`src/adc_seq_pkg.sv`:
```
// shared constants and types for the converter power-down and conversion sequencer
package adc_seq_pkg;
	// ------------------------------------------------------------
	// timing figures as printed, and their cycle counts
	// ------------------------------------------------------------
	localparam int CLK_MHZ = 25;
	localparam int MIN_PULSE_NS = 100;
	localparam int OSC_START_US = 1000;
	localparam int CONV_PERIOD_US = 8000;
	localparam int SETTLE_US = 24000;
	// least time: round up
	localparam int PULSE_CYC = (MIN_PULSE_NS * CLK_MHZ + 999) / 1000;
	localparam int OSC_START_CYC = OSC_START_US * CLK_MHZ;
	localparam int CONV_CYC = CONV_PERIOD_US * CLK_MHZ;
	localparam int SETTLE_CONV = SETTLE_US / CONV_PERIOD_US;
	localparam int DEC_RATIO = 250;

	// ------------------------------------------------------------
	// result word layout
	// ------------------------------------------------------------
	localparam int RES_BITS = 12;
	localparam logic [4:0] WORD_BITS = 5'h18;
	localparam logic [3:0] PAD_ZEROS = 4'h0;
	localparam logic [2:0] STATUS_PAT = 3'h5;
	localparam logic [1:0] FIFO_DEPTH = 2'h2;

	typedef enum logic [1:0] {
		ST_DOWN,
		ST_OSC,
		ST_RUN
	} seq_state_t;

	typedef struct packed {
		logic [RES_BITS-1:0] code;
		logic err;
	} conv_word_t;
endpackage : adc_seq_pkg

```
`src/adc_powerdown_conversion_sequencer.sv`:
```
// power-down/reset sequencing, sinc3 decimation and ready/data pin for the converter
//
// Summary of operation
// - while power-down input is held low, stay down and float the data/ready pin
// - power-down stops oscillator and clears control, filter and serial state
// - on release, wait about 1 ms for the oscillator, then convert continuously
// - once oscillator runs, drive data/ready pin high until first valid result
// - after any reset, first result only after the full 24 ms settling time
// - after settling, one new result every 8 ms (125 Hz)
// - a full internal reset happens automatically on power-up
// - result register overwritten at the end of every conversion, even while settling
// - each result is 12 bits from a third-order sinc decimation filter
// - drive data/ready pin low when a new word is placed in the output register
// - if unread, drive pin high before updating the output register
`timescale 1ns/1ps
`default_nettype none
module adc_powerdown_conversion_sequencer
	import adc_seq_pkg::*;
#(
	parameter int OSC_CYC = OSC_START_CYC,
	parameter int PERIOD_CYC = CONV_CYC,
	parameter int DEC = DEC_RATIO,
	parameter logic [1:0] DEV_ID = 2'h0 // arbitrary value
) (
	input wire logic clk_sys_i,
	input wire logic reset_n_i,
	input wire logic powerdown_reset_n_i,
	input wire logic sclk_i,
	input wire logic mod_bit_i,
	output logic dout_rdy_o,
	output logic dout_rdy_oe_o,
	output logic buf_ready_o
);
	localparam int SAMP_CYC = PERIOD_CYC / DEC;
	localparam int SH = 3 * $clog2(DEC) - RES_BITS;
	localparam int W = 3 * $clog2(DEC) + 1;
	localparam int OW = $clog2(OSC_CYC + 1);
	localparam int PW = $clog2(PERIOD_CYC);
	localparam int SW = $clog2(SAMP_CYC + 1);
	localparam logic [OW-1:0] OSC_LAST = OW'(OSC_CYC - 1);
	localparam logic [PW-1:0] PERIOD_LAST = PW'(PERIOD_CYC - 1);
	localparam logic [SW-1:0] SAMP_LAST = SW'(SAMP_CYC - 1);
	localparam logic [1:0] PULSE_LAST = 2'(PULSE_CYC - 1);
	localparam logic [1:0] SETTLE_LAST = 2'(SETTLE_CONV - 1);

	if (PERIOD_CYC % DEC != 0 || SAMP_CYC < 1 || SH < 0 || OSC_CYC < 2) begin : g_chk
		$error("sequencer parameters cannot be served");
	end

	function automatic logic [23:0] make_word(input conv_word_t w);
		make_word = {w.code, PAD_ZEROS, 1'b0, 1'b0, w.err, DEV_ID, STATUS_PAT};
	endfunction : make_word

	// ------------------------------------------------------------
	// pin synchronisers
	// ------------------------------------------------------------
	logic pd_s1, pd_s2, sck_s1, sck_s2, sck_s3;
	always_ff @(posedge clk_sys_i) begin
		if (!reset_n_i) begin
			pd_s1 <= 1'b0;
			pd_s2 <= 1'b0;
			sck_s1 <= 1'b1;
			sck_s2 <= 1'b1;
			sck_s3 <= 1'b1;
		end else begin
			pd_s1 <= powerdown_reset_n_i;
			pd_s2 <= pd_s1;
			sck_s1 <= sclk_i;
			sck_s2 <= sck_s1;
			sck_s3 <= sck_s2;
		end
	end
	logic sclk_fall, sclk_rise;
	assign sclk_fall = sck_s3 & ~sck_s2;
	assign sclk_rise = ~sck_s3 & sck_s2;

	// ------------------------------------------------------------
	// sequencer and sinc3 filter
	// ------------------------------------------------------------
	seq_state_t state, next_state;
	logic [1:0] low_cnt, next_low_cnt, conv_cnt, next_conv_cnt;
	logic [OW-1:0] osc_cnt, next_osc_cnt;
	logic [PW-1:0] period_cnt, next_period_cnt;
	logic [SW-1:0] samp_cnt, next_samp_cnt;
	logic [W-1:0] i1, i2, i3, d1, d2, d3, c1, c2, c3;
	logic [W-1:0] next_i1, next_i2, next_i3, next_d1, next_d2, next_d3;
	conv_word_t result_q, next_result, fresh;
	logic conv_end, samp, push_req;

	always_comb begin
		next_state = state;
		next_low_cnt = pd_s2 ? 2'h0 : (low_cnt == PULSE_LAST ? low_cnt : low_cnt + 2'h1);
		next_osc_cnt = osc_cnt;
		next_period_cnt = period_cnt;
		next_samp_cnt = samp_cnt;
		next_conv_cnt = conv_cnt;
		{next_i1, next_i2, next_i3} = {i1, i2, i3};
		{next_d1, next_d2, next_d3} = {d1, d2, d3};
		next_result = result_q;
		samp = (state == ST_RUN) && (samp_cnt == SAMP_LAST);
		conv_end = (state == ST_RUN) && (period_cnt == PERIOD_LAST);
		c1 = i3 - d1;
		c2 = c1 - d2;
		c3 = c2 - d3;
		fresh.err = |c3[W-1:SH+RES_BITS];
		fresh.code = fresh.err ? {RES_BITS{1'b1}} : c3[SH+RES_BITS-1:SH];
		push_req = conv_end && (conv_cnt == SETTLE_LAST);
		unique case (state)
			ST_DOWN: begin
				if (pd_s2) begin
					next_state = ST_OSC;
				end
			end
			ST_OSC: begin
				next_osc_cnt = osc_cnt + OW'(1);
				if (osc_cnt == OSC_LAST) begin
					next_state = ST_RUN;
				end
			end
			ST_RUN: begin
				// free-running on the system clock; serial activity never moves it
				next_period_cnt = conv_end ? '0 : period_cnt + PW'(1);
				next_samp_cnt = samp ? '0 : samp_cnt + SW'(1);
				if (samp) begin
					next_i1 = i1 + W'(mod_bit_i);
					next_i2 = i2 + i1;
					next_i3 = i3 + i2;
				end
				if (conv_end) begin
					{next_d1, next_d2, next_d3} = {i3, c1, c2};
					next_result = fresh;
					if (conv_cnt != SETTLE_LAST) begin
						next_conv_cnt = conv_cnt + 2'h1;
					end
				end
			end
		endcase
		if (!pd_s2 && low_cnt == PULSE_LAST) begin
			// low for the whole minimum pulse: full power-down clear
			next_state = ST_DOWN;
		end
		if (next_state == ST_DOWN) begin
			next_osc_cnt = '0;
			next_period_cnt = '0;
			next_samp_cnt = '0;
			next_conv_cnt = 2'h0;
			{next_i1, next_i2, next_i3, next_d1, next_d2, next_d3} = '0;
			next_result = '0;
		end
	end

	always_ff @(posedge clk_sys_i) begin
		if (!reset_n_i) begin
			state <= ST_DOWN;
			low_cnt <= 2'h0;
			osc_cnt <= '0;
			period_cnt <= '0;
			samp_cnt <= '0;
			conv_cnt <= 2'h0;
			{i1, i2, i3, d1, d2, d3} <= '0;
			result_q <= '0;
		end else begin
			state <= next_state;
			low_cnt <= next_low_cnt;
			osc_cnt <= next_osc_cnt;
			period_cnt <= next_period_cnt;
			samp_cnt <= next_samp_cnt;
			conv_cnt <= next_conv_cnt;
			{i1, i2, i3, d1, d2, d3} <= {next_i1, next_i2, next_i3, next_d1, next_d2, next_d3};
			result_q <= next_result;
		end
	end

	// ------------------------------------------------------------
	// two-entry buffer between filter and output register
	// ------------------------------------------------------------
	conv_word_t mem [2];
	logic wr_ptr, rd_ptr, next_wr_ptr, next_rd_ptr, pop, push, buf_ready, next_buf_ready;
	logic [1:0] cnt, next_cnt;
	logic fifo_valid;
	assign fifo_valid = (cnt != 2'h0);
	// a word arriving while both entries wait on a slow reader is dropped
	assign push = push_req && buf_ready;

	always_comb begin
		next_wr_ptr = wr_ptr ^ push;
		next_rd_ptr = rd_ptr ^ pop;
		next_cnt = cnt + 2'(push) - 2'(pop);
		// also cleared on the way into power-down, so nothing survives the drop
		if (state != ST_RUN || next_state == ST_DOWN) begin
			next_wr_ptr = 1'b0;
			next_rd_ptr = 1'b0;
			next_cnt = 2'h0;
		end
		next_buf_ready = (next_cnt != FIFO_DEPTH);
	end

	always_ff @(posedge clk_sys_i) begin
		if (!reset_n_i) begin
			wr_ptr <= 1'b0;
			rd_ptr <= 1'b0;
			cnt <= 2'h0;
			buf_ready <= 1'b1;
		end else begin
			wr_ptr <= next_wr_ptr;
			rd_ptr <= next_rd_ptr;
			cnt <= next_cnt;
			buf_ready <= next_buf_ready;
		end
		if (push) begin
			mem[wr_ptr] <= fresh;
		end
	end

	// ------------------------------------------------------------
	// data/ready pin and output shift register
	// ------------------------------------------------------------
	logic dout, oe, loaded, busy, gap;
	logic next_dout, next_oe, next_loaded, next_busy, next_gap;
	logic [23:0] shift, next_shift;
	logic [4:0] bit_cnt, next_bit_cnt;

	always_comb begin
		next_dout = dout;
		next_oe = 1'b1;
		next_loaded = loaded;
		next_busy = busy;
		next_gap = gap;
		next_shift = shift;
		next_bit_cnt = bit_cnt;
		pop = 1'b0;
		if (state != ST_RUN) begin
			next_oe = 1'b0;
			next_dout = 1'b1;
			next_loaded = 1'b0;
			next_busy = 1'b0;
			next_gap = 1'b0;
			next_bit_cnt = 5'h0;
		end else if (busy && bit_cnt == WORD_BITS) begin
			if (sclk_rise) begin
				next_dout = 1'b1; // word read once, pin back high
				next_busy = 1'b0;
				next_bit_cnt = 5'h0;
			end
		end else if (sclk_fall && (loaded || busy)) begin
			next_dout = shift[23];
			next_shift = {shift[22:0], 1'b0};
			next_bit_cnt = bit_cnt + 5'h1;
			next_busy = 1'b1;
			next_loaded = 1'b0;
			next_gap = 1'b0;
		end else if (!busy && fifo_valid) begin
			if (loaded && !gap) begin
				next_gap = 1'b1;
				next_dout = 1'b1;
			end else begin
				next_shift = make_word(mem[rd_ptr]);
				pop = 1'b1;
				next_loaded = 1'b1;
				next_gap = 1'b0;
				next_dout = 1'b0;
				next_bit_cnt = 5'h0;
			end
		end else if (!loaded && !busy) begin
			next_dout = 1'b1;
		end
	end

	always_ff @(posedge clk_sys_i) begin
		if (!reset_n_i) begin
			dout <= 1'b1;
			oe <= 1'b0;
			loaded <= 1'b0;
			busy <= 1'b0;
			gap <= 1'b0;
			shift <= 24'h00_0000;
			bit_cnt <= 5'h0;
		end else begin
			dout <= next_dout;
			oe <= next_oe;
			loaded <= next_loaded;
			busy <= next_busy;
			gap <= next_gap;
			shift <= next_shift;
			bit_cnt <= next_bit_cnt;
		end
	end

	assign dout_rdy_o = dout;
	assign dout_rdy_oe_o = oe;
	assign buf_ready_o = buf_ready;
endmodule : adc_powerdown_conversion_sequencer
`default_nettype wire

```
`config.mk`:
```
export PLATFORM = sky130hd
export DESIGN_NAME = adc_powerdown_conversion_sequencer
export DESIGN_NICKNAME = d
export VERILOG_FILES = /design/src/adc_seq_pkg.sv /design/src/adc_powerdown_conversion_sequencer.sv
export SDC_FILE = /design/constraint.sdc
export NUM_CORES = 1
export LEC_CHECK = 0
export BUFFER_PORTS_ARGS = -buffer_cell sky130_fd_sc_hd__buf_2
export CAP_MARGIN = 20
export CORE_ASPECT_RATIO = 1.2
export CORE_MARGIN = 10
export CORE_UTILIZATION = 41
export DETAILED_ROUTE_END_ITERATION = 8
export GPL_TIMING_DRIVEN = 0
export PLACE_DENSITY = 0.6
export SLEW_MARGIN = 10
export SYNTH_ARGS = -nofsm -noshare
export SYNTH_HDL_FRONTEND = slang
export SYNTH_SLANG_ARGS = --single-unit
```
`constraint.sdc`:
```
create_clock -name clk_sys_i -period 6.1 [get_ports clk_sys_i]
set_input_delay 1.22 -clock clk_sys_i [delete_from_list [all_inputs] [get_ports clk_sys_i]]
set_output_delay 1.22 -clock clk_sys_i [all_outputs]
set_load 0.005 [all_outputs]
```
* After elaboration in Yosys (flattened, before gate mapping)
Memory sizes are Yosys's and may differ from the RTL's. A register that Yosys moved wholly into a read port is not among the register bits.
Cells that the tools add are included.
** Storage, ports and cells
- Bits in latches :: 0
- Memories kept :: 1
- Output and inout port bits :: 3
- Input port bits :: 5
- Memory bits (read-only) :: 0
- Bits in registers :: 243
- Logic and storage cells :: 141
- Bits in writable memories :: 26
** Cells by class
- Div/mod/pow operators :: 0
- Bitwise gates (word level) :: 9
- Magnitude comparators :: 0
- Reduce and logical (&&, ||, !) cells :: 36
- Shift operators :: 0
- Equal/unequal tests :: 14
- Add/subtract/negate cells :: 14
- Multipliers :: 0
- Multiplexer cells :: 39
** Memory list
- mem :: depth 2, bits a word 13, rd ports 1, clocked after memory_dff 1, write ports 1, RTL line adc_powerdown_conversion_sequencer.sv:177 : conv_word_t mem [2];
** Operators by type and width (number)
- 25-bit subtractor :: 3
- 24-bit 2-to-1 mux :: 3
- 25-bit adder :: 2
- 25-bit by 1-bit adder with 25-bit output :: 1
- 5-bit 2-to-1 mux :: 5
- 1-bit 2-to-1 mux :: 23
- 18-bit by 1-bit adder with 18-bit output (second input constant) :: 1
- 18-bit == test (second input constant) :: 1
- 18-bit 2-to-1 mux :: 1
- 15-bit by 1-bit adder with 15-bit output (second input constant) :: 1
- 15-bit == test (second input constant) :: 1
- 12-bit 2-to-1 mux :: 1
- 10-bit by 1-bit adder with 10-bit output (second input constant) :: 1
- 10-bit == test (second input constant) :: 1
- 1-bit logical AND :: 10
- 10-bit 2-to-1 mux :: 1
- 2-bit inequality test (second input constant) :: 5
- 2-bit AND reduction :: 5
- 3-bit AND reduction :: 3
- 2-bit 2-to-1 mux :: 4
- 2-bit OR reduction :: 4
- 2-bit == test (second input constant) :: 3
- 2-bit nonzero test :: 3
- 5-bit by 1-bit adder with 5-bit output (second input constant) :: 1
- other kinds (16) :: 28

* Depth between registers and ports, before layout
- Depth after elaboration :: 10
- Depth in mapped cells :: 30
- Depth with buffers taken out :: 29

* Worst setup path before layout
OpenSTA, ideal clock, no wires.
- Path type :: reg2reg
- Start :: register i3[0]
- End :: memory mem[0][9] (netlist bit) (data pin)
- Setup time :: 0.259 ns
- Cell stages (with the launch flop) :: 29
- Data arrival time :: 5.464 ns
- Data required time :: 5.841 ns
- Slack :: 0.377 ns
- Path buffers :: 1
- Clock period less this slack :: 5.723 ns
- Cells stage by stage :: dfxtp_1 -> inv_1 -> ha_1 -> fa_1 -> nand2b_1 -> a21oi_1 -> o22a_1 -> and2_1 -> a21oi_1 -> xnor2_1 -> ha_1 -> and4_1 -> a221o_1 -> a21oi_1 -> o21bai_1 -> a21oi_1 -> xnor2_1 -> ha_1 -> nand2_1 -> nor4_1 -> o22ai_1 -> a211oi_1 -> o31ai_1 -> nand3b_1 -> o211ai_1 -> o21bai_1 -> xnor2_2 -> buf_6 -> nand2_1
** RTL lines
- start: declaration :: RTL line adc_powerdown_conversion_sequencer.sv:85 : logic [W-1:0] i1, i2, i3, d1, d2, d3, c1, c2, c3;
- start signal: assignment :: RTL line adc_powerdown_conversion_sequencer.sv:169 : {i1, i2, i3, d1, d2, d3} <= {next_i1, next_i2, next_i3, next_d1, next_d2, next_d3};
- end: declaration :: RTL line adc_powerdown_conversion_sequencer.sv:177

==> qor.yml <==
run_status:
  status: "finished clean"
global_routing:
  grt_start_max_net_pins: 16
  gr-total-overflow: 0
  antenna_found_initial: 0
  first_global_vias: 12700
  grt_pass1_wl_mm: 59.9
  grt_usage_pct: 15.1
sta:
  max_clock_freq_ghz: 0.172
  maxSlewViolCount: 0
  slew-limit-headroom_pct: 33.5
  fin_crit_sh_pct: 95.1
  setup_viol: 0
  whs_ns: 0.406
  finalHoldViolCount: 0
  finClkSkew_ns: 0.0139
  worst_pin_slew_ns: 0.997
  setup_ws_ns: 0.301
  period_needed_ns: 5.80
synth:
  synth.net_count: 2082
  ys_types: 73
  ys.flop_type: "dfxtp_1"
  synth_area_leaders: "dfxtp_1, ha_1, nand2_1"
  avgSynthCellArea_um2: 8.13
  synth-edff-count: 26
  synth_top_area_share_pct: 30.8
  ys_async_sr_fraction_pct: 0
  synth.cell_area_um2: 15800
  synth.yosys.warnings: 0
  ys_ff_latch: 269
  postSynthCellCount: 1941
  seq_area_frac_synth_pct: 35.8
  synth_area_leader_cell: "dfxtp_1"
critical_path:
  cp_slowest_stage_delay_ns: 0.36
  path_delay_family: "compound AO/OA/AOI/OAI gates"
  cp_slowest_cell: "fa_2"
  path_max_fanout: 5
  worst-path-stages: 28
  crit_top_cell: "buf_4"
  cp-end-kind: "flop"
  required_ns: 6.41
  worst-path-buf-inv: 4
  startpoint_type: "flop"
  reg2reg_depth: 28
  cp_data_arrival_time_ns: 6.11
  crit_type: "reg2reg"
detailed_routing:
  num_vias: 13000
  antenna_left: 0
  first_iter_violations: 399
  wire_per_inst_um: 14.3
  drc_errors: 0
  dr.pass1.iters: 5
  vias_per_cell: 5.19
  wirelength_mm: 35.7
placement:
  hpwl_mm: 27.2
  postPlaceCellArea_um2: 16400
  gp_congestion: 0.849
  dp_slack_ns: -0.653
  io_buffers: 7
pwr:
  clockPowerShare_pct: 52.0
  power.total_mw: 3.86
  power.net_switching_uw: 804
  internal_power_mw: 3.06
  p_leak_nw: 6.52
  power.density_nw_per_um2: 217
  sequentialPowerShare_pct: 46.3
  combPwrFrac_pct: 1.6
  p_sw_share_pct: 20.8
  peakVddDrop_mv: 0.190
layout:
  drive_above_1_share_pct: 6.13
  diodes: 0
  final_area_um2: 17800
  final_util_pct: 47.0
  n_fill_cell: 3713
  syn_to_final_growth_pct: 12.9
  layout_commonest_cell: "nand2_1"
  final_net_count: 2139
  multi_input_area_um2: 9570
  final_cell_mix: "nand2_1, dfxtp_1, a21oi_1"
  register_area_um2: 5650
worst_hold_path:
  worstHoldPathCells: 1
  hold_class: "reg2reg"
cts:
  clock_latency_ns: 0.58
  numCtsBuffers: 31
  clk_pin_slew_ns: 0.06
  hold_buffers: 0
  clk_path_buf_depth: 3
  cts.sinks: 269
  h-tree-depth: 1
  cts_tree: "yes"
  cts_root_buffer: "clkbuf_16"
floorplan:
  io_pins: 8
  row_count: 78
  initial_core_util_pct: 41.7
  die_x_um: 199
  die_y_um: 235
  core-area_um2: 37900
  dieArea_um2: 46700
job:
  maxCapViolations: 0
==> worst paths after layout <==
kind / start / endpoint / slack [ns]
worst max-delay path: i3[0] / mem[0][7] / 0.30
worst max register to register: i3[0] / mem[0][7] / 0.30
worst min register to register: sck_s1 / sck_s2 / 0.41
worst min-delay path: sck_s1 / sck_s2 / 0.41
==> repair_timing <==
action / 4_1_cts / 5_1_grt
pin swaps: 8 / 20
buffers inserted: 4 / 12
gates cloned: 0 / 1
gates resized for setup: 9 / 29
setup endpoints to repair: 26 / 26
==> power groups by stage <==
stage	clock, mW	combinational, mW	sequential, mW
final	2.01	0.0631	1.79
after global routing	2.13	0.0711	1.79
after CTS	2.06	0.0651	1.79
after detailed placement	0	0.0648	1.83
after global placement	0	0.0635	1.83
after floorplan	0	0.0401	1.83
==> cell type report <==
cell class / instances / share of cell area [%]
Multi-Input combinational cell: 1487 / 53.7
Clock inverter: 11 / 1.08
Inverter: 118 / 2.49
Timing Repair Buffer: 24 / 0.956
Clock buffer: 47 / 5.21
Buffer: 67 / 1.45
Tap cell: 480 / 3.37
Sequential cell: 269 / 31.7
==> cell families after synthesis <==
| logic type | after synthesis | share of synthesized area (%) |
|---|---|---|
| buffers and inverters | 185 | 4.45 |
| AOI/OAI and AO/OA | 471 | 18.8 |
| adders and majority gates | 136 | 11.0 |
| and+or+nand+nor | 709 | 20.2 |
| xor gates and xnor gates | 151 | 8.54 |
| muxes | 20 | 1.27 |
| DFF | 269 | 35.8 |
==> registers in the layout, summed over array words and instances, names as in the netlist, 2 cells and up <==
name,cells
mem,26
d1,25
d2,25
d3,25
i1,25
i2,25
i3,25
shift,24
period_cnt,18
osc_cnt,15
samp_cnt,10
bit_cnt,5
cnt,2
conv_cnt,2
low_cnt,2
state,2
==> Yosys cell counts, types with 28 or more instances <==
master / count
a211oi_1: 28
a21oi_1: 200
clkbuf_1: 59
dfxtp_1: 243
ha_1: 132
inv_1: 117
nand2_1: 316
nand3_1: 57
nor2_1: 168
nor3_1: 30
o211ai_1: 28
o21ai_0: 66
xnor2_1: 87
xor2_1: 62
==> per-stage QoR <==
step                setup TNS, ns  std cells
finish                          0       2503
CTS                             0       2490
floorplan                       0       1941
global placement           -14.09       2428
detailed placement         -15.46       2428
global route              -0.0940       2503
==> per-layer routing <==
layer,wire length [um],part of all wire [%],GRT usage [%],up-vias
li1,-,-,-,6849
met1,15300,43,17.0,5965
met2,18500,52,28.0,130
met3,906,2.5,1.77,58
met4,1040,2.9,5.68,0
met5,0,0,0,-
Note: power is estimated with default switching activity, not from simulation.
